### src/pkg/frr_pkg.sv
package frr_pkg;

  // widths
  localparam int unsigned FRR_BYTE_W = 8;
  localparam int unsigned FRR_UNIT_W = 16;
  localparam int unsigned FRR_CNT_W = 8;

  // command code of the over-voltage response byte
  localparam logic [7:0] FRR_CMD_OV_RESP = 8'h41;
  // response byte value after reset: disable, no retry, one unit
  localparam logic [7:0] FRR_CFG_RESET = 8'h80;

  // response modes, bits 7:6
  localparam logic [1:0] FRR_MODE_IGNORE = 2'h0;
  localparam logic [1:0] FRR_MODE_GRACE = 2'h1;
  localparam logic [1:0] FRR_MODE_RETRY = 2'h2;
  localparam logic [1:0] FRR_MODE_LATCH = 2'h3;

  // retry codes, bits 5:3
  localparam logic [2:0] FRR_RETRY_NONE = 3'h0;
  localparam logic [2:0] FRR_RETRY_FOREVER = 3'h7;

  // delay codes, bits 2:0, and their unit counts
  localparam logic [2:0] FRR_DLY_C0 = 3'h0;
  localparam logic [2:0] FRR_DLY_C1 = 3'h1;
  localparam logic [2:0] FRR_DLY_C2 = 3'h2;
  localparam logic [2:0] FRR_DLY_C3 = 3'h3;
  localparam logic [2:0] FRR_DLY_C4 = 3'h4;
  localparam logic [2:0] FRR_DLY_C5 = 3'h5;
  localparam logic [2:0] FRR_DLY_C6 = 3'h6;
  localparam logic [FRR_CNT_W-1:0] FRR_UNITS_C0 = 8'h01;
  localparam logic [FRR_CNT_W-1:0] FRR_UNITS_C1 = 8'h04;
  localparam logic [FRR_CNT_W-1:0] FRR_UNITS_C2 = 8'h04;
  localparam logic [FRR_CNT_W-1:0] FRR_UNITS_C3 = 8'h08;
  localparam logic [FRR_CNT_W-1:0] FRR_UNITS_C4 = 8'h10;
  localparam logic [FRR_CNT_W-1:0] FRR_UNITS_C5 = 8'h20;
  localparam logic [FRR_CNT_W-1:0] FRR_UNITS_C6 = 8'h40;
  localparam logic [FRR_CNT_W-1:0] FRR_UNITS_C7 = 8'h80;

  // counter constants
  localparam logic [FRR_CNT_W-1:0] FRR_CNT_ONE = 8'h01;
  localparam logic [FRR_CNT_W-1:0] FRR_CNT_ZERO = 8'h00;
  localparam logic [FRR_UNIT_W-1:0] FRR_UNIT_ONE = 16'h0001;
  localparam logic [FRR_UNIT_W-1:0] FRR_UNIT_ZERO = 16'h0000;

  // response byte layout: mode 7:6, retries 5:3, delay 2:0
  typedef struct packed {
    logic [1:0] mode;
    logic [2:0] retries;
    logic [2:0] delay;
  } frr_cfg_s;

  // byte command port from the bus transport
  typedef struct packed {
    logic wr;
    logic [7:0] code;
    logic [7:0] data;
  } frr_cmd_s;

  // sequencer states, gray along off-run-grace-wait-latch
  typedef enum logic [2:0] {
    FRR_ST_OFF = 3'b000,
    FRR_ST_RUN = 3'b001,
    FRR_ST_GRACE = 3'b011,
    FRR_ST_WAIT = 3'b010,
    FRR_ST_LATCH = 3'b110
  } frr_state_e;

endpackage : frr_pkg

### src/design/frr_delay_decode.sv
`timescale 1ns/1ps
module frr_delay_decode (
  // delay code in
  input wire logic [2:0] code,
  // unit count out
  output logic [frr_pkg::FRR_CNT_W-1:0] units
);
  import frr_pkg::*;

  // reserved code 2 maps onto the four-unit count, the nearest listed value
  always_comb begin
    unique case (code)
      FRR_DLY_C0: units = FRR_UNITS_C0;
      FRR_DLY_C1: units = FRR_UNITS_C1;
      FRR_DLY_C2: units = FRR_UNITS_C2;
      FRR_DLY_C3: units = FRR_UNITS_C3;
      FRR_DLY_C4: units = FRR_UNITS_C4;
      FRR_DLY_C5: units = FRR_UNITS_C5;
      FRR_DLY_C6: units = FRR_UNITS_C6;
      default: units = FRR_UNITS_C7;
    endcase
  end

endmodule : frr_delay_decode

### src/design/frr_timer.sv
`timescale 1ns/1ps
module frr_timer (
  // clock and reset
  input wire logic clk_sys,
  input wire logic reset_n,
  // control
  input wire logic start,
  input wire logic [frr_pkg::FRR_CNT_W-1:0] units,
  input wire logic [frr_pkg::FRR_UNIT_W-1:0] unit_cycles,
  // status
  output logic busy,
  output logic done
);
  import frr_pkg::*;

  logic [FRR_UNIT_W-1:0] pre;
  logic [FRR_UNIT_W-1:0] next_pre;
  logic [FRR_CNT_W-1:0] left;
  logic [FRR_CNT_W-1:0] next_left;
  logic next_busy;
  logic next_done;
  logic [FRR_UNIT_W-1:0] span;
  logic tick;

  // a zero unit length would wrap the prescaler through its full 16-bit range, so it counts as one cycle
  assign span = (unit_cycles == FRR_UNIT_ZERO) ? FRR_UNIT_ONE : unit_cycles;
  assign tick = busy && (pre == FRR_UNIT_ONE);

  // prescaler gives one unit tick, unit counter ends the delay
  always_comb begin
    next_pre = pre;
    next_left = left;
    next_busy = busy;
    next_done = 1'b0;
    if (start) begin
      next_pre = span;
      next_left = units;
      next_busy = 1'b1;
    end else if (tick) begin
      next_pre = span;
      next_left = left - FRR_CNT_ONE;
      if (left == FRR_CNT_ONE) begin
        next_busy = 1'b0;
        next_done = 1'b1;
      end
    end else if (busy) begin
      next_pre = pre - FRR_UNIT_ONE;
    end
  end

  always_ff @(posedge clk_sys or negedge reset_n) begin
    if (!reset_n) begin
      pre <= FRR_UNIT_ZERO;
      left <= FRR_CNT_ZERO;
      busy <= 1'b0;
      done <= 1'b0;
    end else begin
      pre <= next_pre;
      left <= next_left;
      busy <= next_busy;
      done <= next_done;
    end
  end

endmodule : frr_timer

### src/design/frr_top.sv
`timescale 1ns/1ps
// Operation
// - mode 10 disables output, then follows retries
// - mode 11 holds output off until cleared
// - clear, clear-all, reset, off-on cycle clear latch
// - retry code 000 means latch, no restart
// - codes 1-6 retry that often, then latch
// - restart starts spaced by delay times unit
// - code 111 retries until off or shutdown
// - retry count from response bits 5:3
// - delay code decodes to 1,4,8..128 units
// - delay is grace time or retry spacing
// - unit length comes from separate register
// - mode 00 ignores fault, keeps running
// - mode 01 runs for delay, then retries
module frr_top (
  // clock and reset
  input wire logic clk_sys,
  input wire logic reset_n,
  // byte command port
  input wire frr_pkg::frr_cmd_s cmd,
  input wire logic rd_req,
  input wire logic [7:0] rd_code,
  output logic [7:0] rd_data,
  // fault clearing commands
  input wire logic clear_faults,
  input wire logic status_clr,
  // on/off sources
  input wire logic ctrl_pin,
  input wire logic on_cmd,
  // fault inputs and unit length
  input wire logic fault_det,
  input wire logic other_fault,
  input wire logic [frr_pkg::FRR_UNIT_W-1:0] unit_cycles,
  // outputs
  output logic out_en,
  output logic ov_fault_flag,
  output frr_pkg::frr_state_e state
);
  import frr_pkg::*;

  // configuration byte
  frr_cfg_s cfg;
  frr_cfg_s next_cfg;
  logic [7:0] next_rd_data;

  // pin synchroniser and qualified pin level
  logic ctrl_s1;
  logic ctrl_s2;
  logic ctrl_s3;
  logic ctrl_q;
  logic next_ctrl_q;

  // sequencer state
  frr_state_e next_state;
  logic [FRR_CNT_W-1:0] tries_left;
  logic [FRR_CNT_W-1:0] next_tries_left;
  logic retry_active;
  logic next_retry_active;
  logic next_out_en;
  logic next_ov_fault_flag;
  logic tmr_start;
  logic tmr_busy;
  logic tmr_done;
  logic [FRR_CNT_W-1:0] delay_units;
  logic enable;
  logic clear_evt;
  logic exhausted;

  // command writes land in the response byte; reads are registered
  always_comb begin
    next_cfg = cfg;
    next_rd_data = rd_data;
    if (cmd.wr && cmd.code == FRR_CMD_OV_RESP) begin
      next_cfg = frr_cfg_s'(cmd.data);
    end
    if (rd_req) begin
      next_rd_data = (rd_code == FRR_CMD_OV_RESP) ? 8'(cfg) : 8'h00;
    end
  end

  always_ff @(posedge clk_sys or negedge reset_n) begin
    if (!reset_n) begin
      cfg <= frr_cfg_s'(FRR_CFG_RESET);
      rd_data <= 8'h00;
    end else begin
      cfg <= next_cfg;
      rd_data <= next_rd_data;
    end
  end

  // the pin is asynchronous; only agreeing late stages update its level
  always_comb begin
    next_ctrl_q = ctrl_q;
    if (ctrl_s2 == ctrl_s3) begin
      next_ctrl_q = ctrl_s3;
    end
  end

  always_ff @(posedge clk_sys or negedge reset_n) begin
    if (!reset_n) begin
      ctrl_s1 <= 1'b0;
      ctrl_s2 <= 1'b0;
      ctrl_s3 <= 1'b0;
      ctrl_q <= 1'b0;
    end else begin
      ctrl_s1 <= ctrl_pin;
      ctrl_s2 <= ctrl_s1;
      ctrl_s3 <= ctrl_s2;
      ctrl_q <= next_ctrl_q;
    end
  end

  // both pin and command must ask for the output to be on
  assign enable = ctrl_q && on_cmd;
  assign clear_evt = clear_faults || status_clr;
  // unlimited code never runs out of attempts
  assign exhausted = retry_active && (tries_left == FRR_CNT_ZERO)
    && (cfg.retries != FRR_RETRY_FOREVER);

  frr_delay_decode u_decode (
    .code(cfg.delay),
    .units(delay_units)
  );

  // one unit length shared by grace and spacing delays
  frr_timer u_timer (
    .clk_sys(clk_sys),
    .reset_n(reset_n),
    .start(tmr_start),
    .units(delay_units),
    .unit_cycles(unit_cycles),
    .busy(tmr_busy),
    .done(tmr_done)
  );

  // sequencer: off drops the output and the retry episode, other faults stop retries
  always_comb begin
    next_state = state;
    next_tries_left = tries_left;
    next_retry_active = retry_active;
    tmr_start = 1'b0;
    if (!enable) begin
      next_state = FRR_ST_OFF;
      next_retry_active = 1'b0;
    end else if (other_fault) begin
      next_state = FRR_ST_LATCH;
    end else begin
      unique case (state)
        FRR_ST_OFF: begin
          // off then on clears any latched fault
          next_state = FRR_ST_RUN;
          next_retry_active = 1'b0;
        end
        FRR_ST_RUN: begin
          if (fault_det) begin
            unique case (cfg.mode)
              FRR_MODE_IGNORE: next_state = FRR_ST_RUN;
              FRR_MODE_GRACE: begin
                next_state = FRR_ST_GRACE;
                tmr_start = 1'b1;
              end
              FRR_MODE_RETRY: begin
                if (cfg.retries == FRR_RETRY_NONE || exhausted) begin
                  next_state = FRR_ST_LATCH;
                end else begin
                  next_state = FRR_ST_WAIT;
                  tmr_start = 1'b1;
                  if (!retry_active) begin
                    next_tries_left = FRR_CNT_W'(cfg.retries);
                    next_retry_active = 1'b1;
                  end
                end
              end
              default: next_state = FRR_ST_LATCH;
            endcase
          end else if (tmr_done) begin
            // a restart that survives one delay ends the episode
            next_retry_active = 1'b0;
          end
        end
        FRR_ST_GRACE: begin
          if (tmr_done) begin
            if (!fault_det) begin
              next_state = FRR_ST_RUN;
            end else if (cfg.retries == FRR_RETRY_NONE || exhausted) begin
              next_state = FRR_ST_LATCH;
            end else begin
              next_state = FRR_ST_WAIT;
              tmr_start = 1'b1;
              if (!retry_active) begin
                next_tries_left = FRR_CNT_W'(cfg.retries);
                next_retry_active = 1'b1;
              end
            end
          end
        end
        FRR_ST_WAIT: begin
          if (tmr_done) begin
            next_state = FRR_ST_RUN;
            tmr_start = 1'b1;
            if (cfg.retries != FRR_RETRY_FOREVER) begin
              next_tries_left = tries_left - FRR_CNT_ONE;
            end
          end
        end
        FRR_ST_LATCH: begin
          if (clear_evt) begin
            next_state = FRR_ST_RUN;
            next_retry_active = 1'b0;
          end
        end
        default: next_state = FRR_ST_OFF;
      endcase
    end
    next_out_en = (next_state == FRR_ST_RUN) || (next_state == FRR_ST_GRACE);
    // a new detection wins over a clear in the same cycle
    next_ov_fault_flag = (ov_fault_flag && !clear_evt) || fault_det;
  end

  always_ff @(posedge clk_sys or negedge reset_n) begin
    if (!reset_n) begin
      state <= FRR_ST_OFF;
      tries_left <= FRR_CNT_ZERO;
      retry_active <= 1'b0;
      out_en <= 1'b0;
      ov_fault_flag <= 1'b0;
    end else begin
      state <= next_state;
      tries_left <= next_tries_left;
      retry_active <= next_retry_active;
      out_en <= next_out_en;
      ov_fault_flag <= next_ov_fault_flag;
    end
  end

  // a fault seen in RUN while on and free of other faults
  logic run_ok;
  assign run_ok = enable && !other_fault && state == FRR_ST_RUN && fault_det;
endmodule : frr_top

### config.mk
export PLATFORM = sky130hd
export DESIGN_NAME = frr_top
export DESIGN_NICKNAME = d
export VERILOG_FILES = /design/src/pkg/frr_pkg.sv /design/src/design/frr_delay_decode.sv /design/src/design/frr_timer.sv /design/src/design/frr_top.sv
export SDC_FILE = /design/constraint.sdc
export NUM_CORES = 1
export LEC_CHECK = 0
export ABC_AREA = 1
export BUFFER_PORTS_ARGS = -buffer_cell sky130_fd_sc_hd__clkbuf_2
export CAP_MARGIN = 0
export CORE_ASPECT_RATIO = 1.4
export CORE_MARGIN = 2
export CORE_UTILIZATION = 62
export DETAILED_ROUTE_END_ITERATION = 10
export GPL_TIMING_DRIVEN = 0
export PLACE_DENSITY_LB_ADDON = 0.2
export SLEW_MARGIN = 20
export SYNTH_ARGS = -nofsm -noshare
export SYNTH_HDL_FRONTEND = slang
export SYNTH_SLANG_ARGS = --single-unit
### constraint.sdc
create_clock -name clk_sys -period 5.51 [get_ports clk_sys]
set_input_delay 0.2755 -clock clk_sys [delete_from_list [all_inputs] [get_ports clk_sys]]
set_output_delay 0.2755 -clock clk_sys [all_outputs]
set_load 0.005 [all_outputs]
# Yosys cells after proc, flatten, opt, wreduce, memory -nomap -nowiden
# Index checks and enable logic that the tools add are counted.
dict set report totals {
  ram_bits 0
  input_bits 50
  mem_bits_ro 0
  reg_bits 60
  memories 0
  latchBits 0
}
dict set report op_classes {
  n_bitwise 1
  div 0
  n_reduce_logical 25
  muxes 52
  addsub 3
  shift 0
  n_mul 0
  eq_ne 33
  order_cmp 0
}
# cell n
set op_table {}
lappend op_table {{8-bit 2-to-1 mux} 11}
lappend op_table {{16-bit 2-to-1 mux} 4}
lappend op_table {{8-bit case mux with 6 select lines} 1}
lappend op_table {{3-bit 2-to-1 mux} 8}
lappend op_table {{8-bit case mux with 3 select lines} 1}
lappend op_table {{1-bit 2-to-1 mux} 22}
lappend op_table {{16-bit by 1-bit == test with 1-bit output, second input constant} 1}
lappend op_table {{8-bit by 7-bit == test with 1-bit output, second input constant} 2}
lappend op_table {{16-bit zero test} 1}
lappend op_table {{16-bit by 1-bit subtractor with 16-bit output, second input constant} 1}
lappend op_table {{8-bit by 1-bit subtractor with 8-bit output, second input constant} 2}
lappend op_table {{3-bit by 2-bit == test with 1-bit output, second input constant} 5}
lappend op_table {{3-bit case mux with 5 select lines} 1}
lappend op_table {{3-bit == test, second input constant} 4}
lappend op_table {{3-bit by 1-bit == test with 1-bit output, second input constant} 3}
lappend op_table {{3-bit zero test} 3}
lappend op_table {{3-bit != test, second input constant} 3}
lappend op_table {{3-bit case mux with 3 select lines} 1}
lappend op_table {{9-bit AND reduction} 1}
lappend op_table {{8-bit by 1-bit == test with 1-bit output, second input constant} 1}
lappend op_table {{8-bit zero test} 1}
lappend op_table {{2-bit != test, second input constant} 4}
lappend op_table {{4-bit by 3-bit != test with 1-bit output, second input constant} 2}
lappend op_table {{7-bit AND reduction} 1}
lappend op_table {{18 further kinds} 30}

# Logic depth before layout (Yosys ltp)
dict set report depth {
  ltp_word 12
  mapped_depth 16
}

# By module
# Synthesis repeated with hierarchy kept, for this count alone.
dict set report hier_totals {
  cells_unflattened 530
  area_unflattened_um2 3862.5
}
# module area_per_inst_um2 seq_area_each_um2 n_inst cells_each
set by_module_without_submodules {}
lappend by_module_without_submodules {frr_top 1903.1 852.1 1 238}
lappend by_module_without_submodules {frr_timer 1891.8 650.6 1 277}
lappend by_module_without_submodules {frr_delay_decode 67.6 0.0 1 15}

# Least setup slack after synthesis
# No wires, ideal clock.
dict set report synth_timing {
  kind {reg2reg}
  startpoint {register cfg[7] (netlist name)}
  endpoint {register u_timer.left[6]}
  stages_incl_launch_ff 14
  setup_slack_ps 3769
  setup_time_ps 117
  required_ps 5393
  arrival_time_ps 1624
  cell_sequence {dfstp_2 -> inv_1 -> ha_1 -> inv_1 -> nor2_1 -> nand2_1 -> nand2_1 -> nand2_1 -> buf_6 -> buf_6 -> nand2_1 -> nand2_1 -> nand2_1 -> nand2_1}
}
dict set report synth_via {
  elab_chain_len 7
}
# item line_no
set synth_lines {}
lappend synth_lines {{from (decl)} frr_top.sv:43} ;# frr_cfg_s cfg;
lappend synth_lines {{from (signal assigned)} frr_top.sv:84} ;# cfg <= frr_cfg_s'(FRR_CFG_RESET);
lappend synth_lines {{from (signal assigned)} frr_top.sv:87} ;# cfg <= next_cfg;
lappend synth_lines {{2-bit == test / 2-bit by 1-bit == test with 1-bit output (equally long branches)} frr_top.sv:157} ;# unique case (cfg.mode)
lappend synth_lines {{1-bit case mux with 2 select lines *} frr_top.sv:157}
lappend synth_lines {{1-bit 2-to-1 mux *} frr_top.sv:156} ;# if (fault_det) begin
lappend synth_lines {{1-bit case mux with 3 select lines *} frr_top.sv:149} ;# unique case (state)
lappend synth_lines {{1-bit 2-to-1 mux *} frr_top.sv:146} ;# end else if (other_fault) begin
lappend synth_lines {{1-bit 2-to-1 mux *} frr_top.sv:143} ;# if (!enable) begin
lappend synth_lines {{8-bit 2-to-1 mux / 2-bit nonzero test (equally long branches)} -}
lappend synth_lines {{to (signal assigned)} frr_timer.sv:59} ;# left <= next_left;
lappend synth_lines {{to (decl)} frr_timer.sv:18} ;# logic [FRR_CNT_W-1:0] left;
# Every way passes the cells marked *; elsewhere a longest branch is shown, timed or not.
# A chain may end at the register's enable or synchronous reset.

# Worst setup path in the final report
dict set report layout_timing {
  startpoint {register tries_left[0]}
  endpoint {register u_timer.pre[6]}
}
dict set report layout_via {
  elab_chain_len 11
}
# item line_no
set layout_lines {}
lappend layout_lines {{from (decl)} frr_top.sv:56} ;# logic [FRR_CNT_W-1:0] tries_left;
lappend layout_lines {{from (signal assigned)} frr_top.sv:230} ;# tries_left <= next_tries_left;
lappend layout_lines {{8-bit zero test *} frr_top.sv:118} ;# assign exhausted = retry_active && (tries_left == FRR_CNT_ZERO)
lappend layout_lines {{1-bit logical AND *} frr_top.sv:118}
lappend layout_lines {{1-bit logical AND *} frr_top.sv:119} ;# && (cfg.retries != FRR_RETRY_FOREVER);
lappend layout_lines {{1-bit logical OR *} {frr_top.sv:164, frr_top.sv:186}}
lappend layout_lines {{1-bit 2-to-1 mux *} {frr_top.sv:164, frr_top.sv:186}}
lappend layout_lines {{1-bit case mux with 2 select lines / 1-bit 2-to-1 mux (equally long branches)} {frr_top.sv:157, frr_top.sv:184}}
lappend layout_lines {{1-bit 2-to-1 mux (on tied branches)} {frr_top.sv:156, frr_top.sv:183}}
lappend layout_lines {{1-bit case mux with 3 select lines *} frr_top.sv:149}
lappend layout_lines {{1-bit 2-to-1 mux *} frr_top.sv:146}
lappend layout_lines {{1-bit 2-to-1 mux *} frr_top.sv:143}
lappend layout_lines {{3-bit nonzero test (no source line) / 16-bit 2-to-1 mux (equally long branches)} -}
lappend layout_lines {{to (signal assigned)} frr_timer.sv:58} ;# pre <= next_pre;
lappend layout_lines {{to (decl)} frr_timer.sv:16} ;# logic [FRR_UNIT_W-1:0] pre;
# Marked as above.

==> flow_summary.json <==
{
  "synth_cell_type_count": 39,
  "port_buffers": 62,
  "fillCellCount": 534,
  "nNetsFinal": 716,
  "row_count": 34,
  "reg2reg_setup_slack_ns": 3.39,
  "setup_tns_ns": 0,
  "required_ns": 5.73,
  "slowest_delay_ns": 0.38,
  "syn_nets": 641,
  "ys_async_sr_fraction_pct": 100,
  "ctsLongestPathBuffers": 2,
  "multi_input_area_um2": 2190,
  "antenna_found_initial": 0,
  "cp_common_cell": "nand2_1",
  "p_leak_nw": 2.33,
  "ys_seq_elements": 60,
  "synth-main-ff-cell": "dfrtp_1",
  "coreArea_um2": 6250,
  "n_antenna_cell": 0,
  "cts_max_level": 3,
  "cp_slowest_cell": "dfrtp_1",
  "initialDrtViolationCount": 182,
  "dp_hpwl_mm": 7.63,
  "fmax_mhz": 472,
  "num_io_pins": 63,
  "drt-total-wl_mm": 10.1,
  "die_w_um": 71.9,
  "crit_fanout": 10,
  "clk_latency_ns": 0.34,
  "hold_class": "in -> reg",
  "vias": 4011,
  "path_cells": "inv_1, ha_1, nand2_1, nor3_1, nand2_1, nand3_1, nand2_1, nand2_1, nand2_1, nand2_1, nand2_1, buf_4, nand2_1, nand2_1",
  "synthCells": 581,
  "cp.depth": 14,
  "grt.total_usage_pct": 29.8,
  "startpoint": "tries_left[0]$_DFFE_PN0P_",
  "drive_gt1_share_pct": 15.9,
  "finalSetupViolCount": 0,
  "grt_pass1_vias": 3869,
  "numCtsBuffers": 9,
  "ff2ff_path_depth": 14,
  "cts_tree": "done",
  "die_h_um": 99.1,
  "root_buffer": "clkbuf_8",
  "grt_overflow_total": 0,
  "drcViolationCount": 0,
  "initial_utilization_pct": 64.0,
  "avgSynthCellArea_um2": 6.89,
  "clk_pin_slew_ns": 0.07,
  "drv_slew": 0,
  "cts_sinks": 60,
  "cap_violations": 0,
  "dieArea_um2": 7130,
  "netlist_area_um2": 4010,
  "critPathBufInv": 2,
  "startpoint_type": "flip-flop",
  "ir_worst_vdd_v": 0.000190,
  "via_per_inst": 5.48,
  "yosysWarnings": 0,
  "holdPathStages": 1,
  "ant_nets": 0,
  "cp-endpoint": "u_timer.pre[6]$_DFFE_PN0P_",
  "fin_hold_ws_ns": 0.0479,
  "grt_max_degree": 32,
  "layout.area.seq_um2": 1500,
  "syn_to_final_growth_pct": 15.6,
  "seq_area_frac_synth_pct": 37.5,
  "timing.rr.end": "u_timer.pre[6]$_DFFE_PN0P_",
  "place_area_um2": 4430,
  "synth-edff-count": 0,
  "wire_per_inst_um": 13.8,
  "min_period_ns": 2.12,
  "fin_area_um2": 4630,
  "pwr_density_cell_nw_per_um2": 209,
  "finalCritPeriodShare_pct": 38.5,
  "skew_ns": 0.00693,
  "dr.pass1.iters": 5,
  "crit_family": "simple AND/OR/NAND/NOR gates",
  "gp_congestion": 0.980,
  "hold_viol": 0,
  "rsz0062_at_grt": "false",
  "grt_pass1_wl_mm": 16.8,
  "worstSetupPathType": "reg -> reg",
  "slew_headroom_pct": 63.9,
  "status": "finished clean",
  "reg2reg_from": "tries_left[0]$_DFFE_PN0P_",
  "worst_ep_arrival_time_ns": 2.34,
  "worst_pin_slew_ns": 0.541,
  "end_kind": "flip-flop"
}
-- registers in the layout, summed over array words and instances (netlist names) --
name / count
rd_data: 8
ov_fault_flag: 1
ctrl_s2: 1
out_en: 1
ctrl_q: 1
ctrl_s3: 1
cfg: 8
u_timer.pre: 16
u_timer.busy: 1
u_timer.left: 8
ctrl_s1: 1
tries_left: 8
u_timer.done: 1
state: 3
retry_active: 1
-- how the worst min path moves through the flow --
stage | from | slack [ns] | end
after floorplan | reset_n | -0.02 | cfg[0]$_DFFE_PN0P_
after global placement | ctrl_s1$_DFF_PN0_ | 0.34 | ctrl_s2$_DFF_PN0_
after detailed placement | reset_n | 0.27 | u_timer.pre[8]$_DFFE_PN0P_
after CTS | ctrl_pin | 0.04 | ctrl_s1$_DFF_PN0_
after global routing | ctrl_pin | 0.03 | ctrl_s1$_DFF_PN0_
final | ctrl_pin | 0.05 | ctrl_s1$_DFF_PN0_
-- worst register-to-register path: stages (launching register included) --
cell,delay (ns)
dfrtp_1,0.38
inv_1,0.15
ha_1,0.18
nand2_1,0.06
nor3_1,0.18
nand2_1,0.12
nand3_1,0.08
nand2_1,0.05
nand2_1,0.06
nand2_1,0.09
nand2_1,0.12
nand2_1,0.18
buf_4,0.24
nand2_1,0.07
nand2_1,0.05
-- where the power goes --
part / internal [mW] / switching (mW) / total [mW]
sequential: 0.455 / 0.0123 / 0.467
combinational: 0.0402 / 0.0659 / 0.106
clock: 0.216 / 0.176 / 0.392
total: 0.711 / 0.254 / 0.965
-- through the flow --
| stage | worst slack [ns] | total power, mW | instances | utilization (%) |
|---|---|---|---|---|
| floorplan | 3.77 | 0.529 | 581 | - |
| CTS | 3.39 | 0.966 | 732 | 74.0 |
| global placement | 3.47 | 0.573 | 715 | 70.4 |
| detailed placement | 3.42 | 0.580 | 716 | 70.8 |
| finish | 3.39 | 0.965 | 732 | 74.0 |
| global route | 3.22 | 1.01 | 732 | 74.0 |
-- final cells by class --
cell class | count | area share [%]
buffer | 18 | 2.19
clock buffer | 10 | 2.97
clock inverter | 5 | 1.14
inverter | 56 | 4.54
multi-input combinational | 447 | 47.3
sequential | 60 | 32.5
tap | 72 | 1.95
timing repair buffer | 64 | 7.41
-- cells in the mapped netlist, types with 2 or more instances --
| cell type | instances | area [µm²] |
|---|---|---|
| a21oi_1 | 3 | 15.0 |
| buf_2 | 6 | 30.0 |
| buf_4 | 3 | 22.5 |
| buf_6 | 2 | 22.5 |
| clkbuf_1 | 7 | 26.3 |
| dfrtp_1 | 59 | 1480 |
| ha_1 | 10 | 125 |
| inv_1 | 53 | 199 |
| inv_2 | 2 | 7.51 |
| mux2_2 | 8 | 90.1 |
| nand2_1 | 194 | 728 |
| nand3_1 | 71 | 355 |
| nand4_1 | 7 | 43.8 |
| nor2_1 | 70 | 263 |
| nor3_1 | 8 | 40.0 |
| nor4_1 | 2 | 12.5 |
| o21ai_0 | 26 | 130 |
| o21ai_1 | 4 | 20.0 |
| o31ai_1 | 9 | 67.6 |
| or2_2 | 2 | 12.5 |
| xnor2_1 | 5 | 43.8 |
| xor2_1 | 13 | 114 |
-- what timing repair did --
| item | CTS | global route |
|---|---|---|
| setup buffers | 0 | 0 |
| hold buffers | 1 | 0 |
| gates resized for setup | 0 | 0 |
| hold endpoints to repair | 29 | 0 |
-- cell families (layout without fill, tap and decap cells) --
group | count (synthesis) | count (layout) | synth area share, %
xor+xnor | 18 | 18 | 3.94
mux | 8 | 8 | 2.25
simple gates | 360 | 360 | 37.8
fa+ha+maj | 11 | 11 | 3.37
buf+inv | 74 | 153 | 7.78
compound gates | 50 | 50 | 7.37
flops | 60 | 60 | 37.5
-- metal layers --
layer | track usage [%] | part of all wire (%) | vias to the layer above
met1 | 33.6 | 40 | 1856
met3 | 6.18 | 4.8 | 15
met2 | 55.1 | 54 | 114
met5 | 0 | 0 | -
li1 | - | - | 2026
met4 | 9.29 | 1.7 | 0
-- placed cells by master, fill, tap and decap left out, types with 6 or more instances in the layout --
master,n
xor2_1,13
buf_2,6
nor3_1,8
nand4_1,7
inv_1,53
nor2_1,70
mux2_2,8
clkbuf_8,10
dfrtp_1,59
nand2_1,194
nand3_1,71
o31ai_1,9
clkbuf_1,7
clkbuf_2,61
o21ai_0,26
ha_1,10
Note: power is estimated with default switching activity, not from simulation.
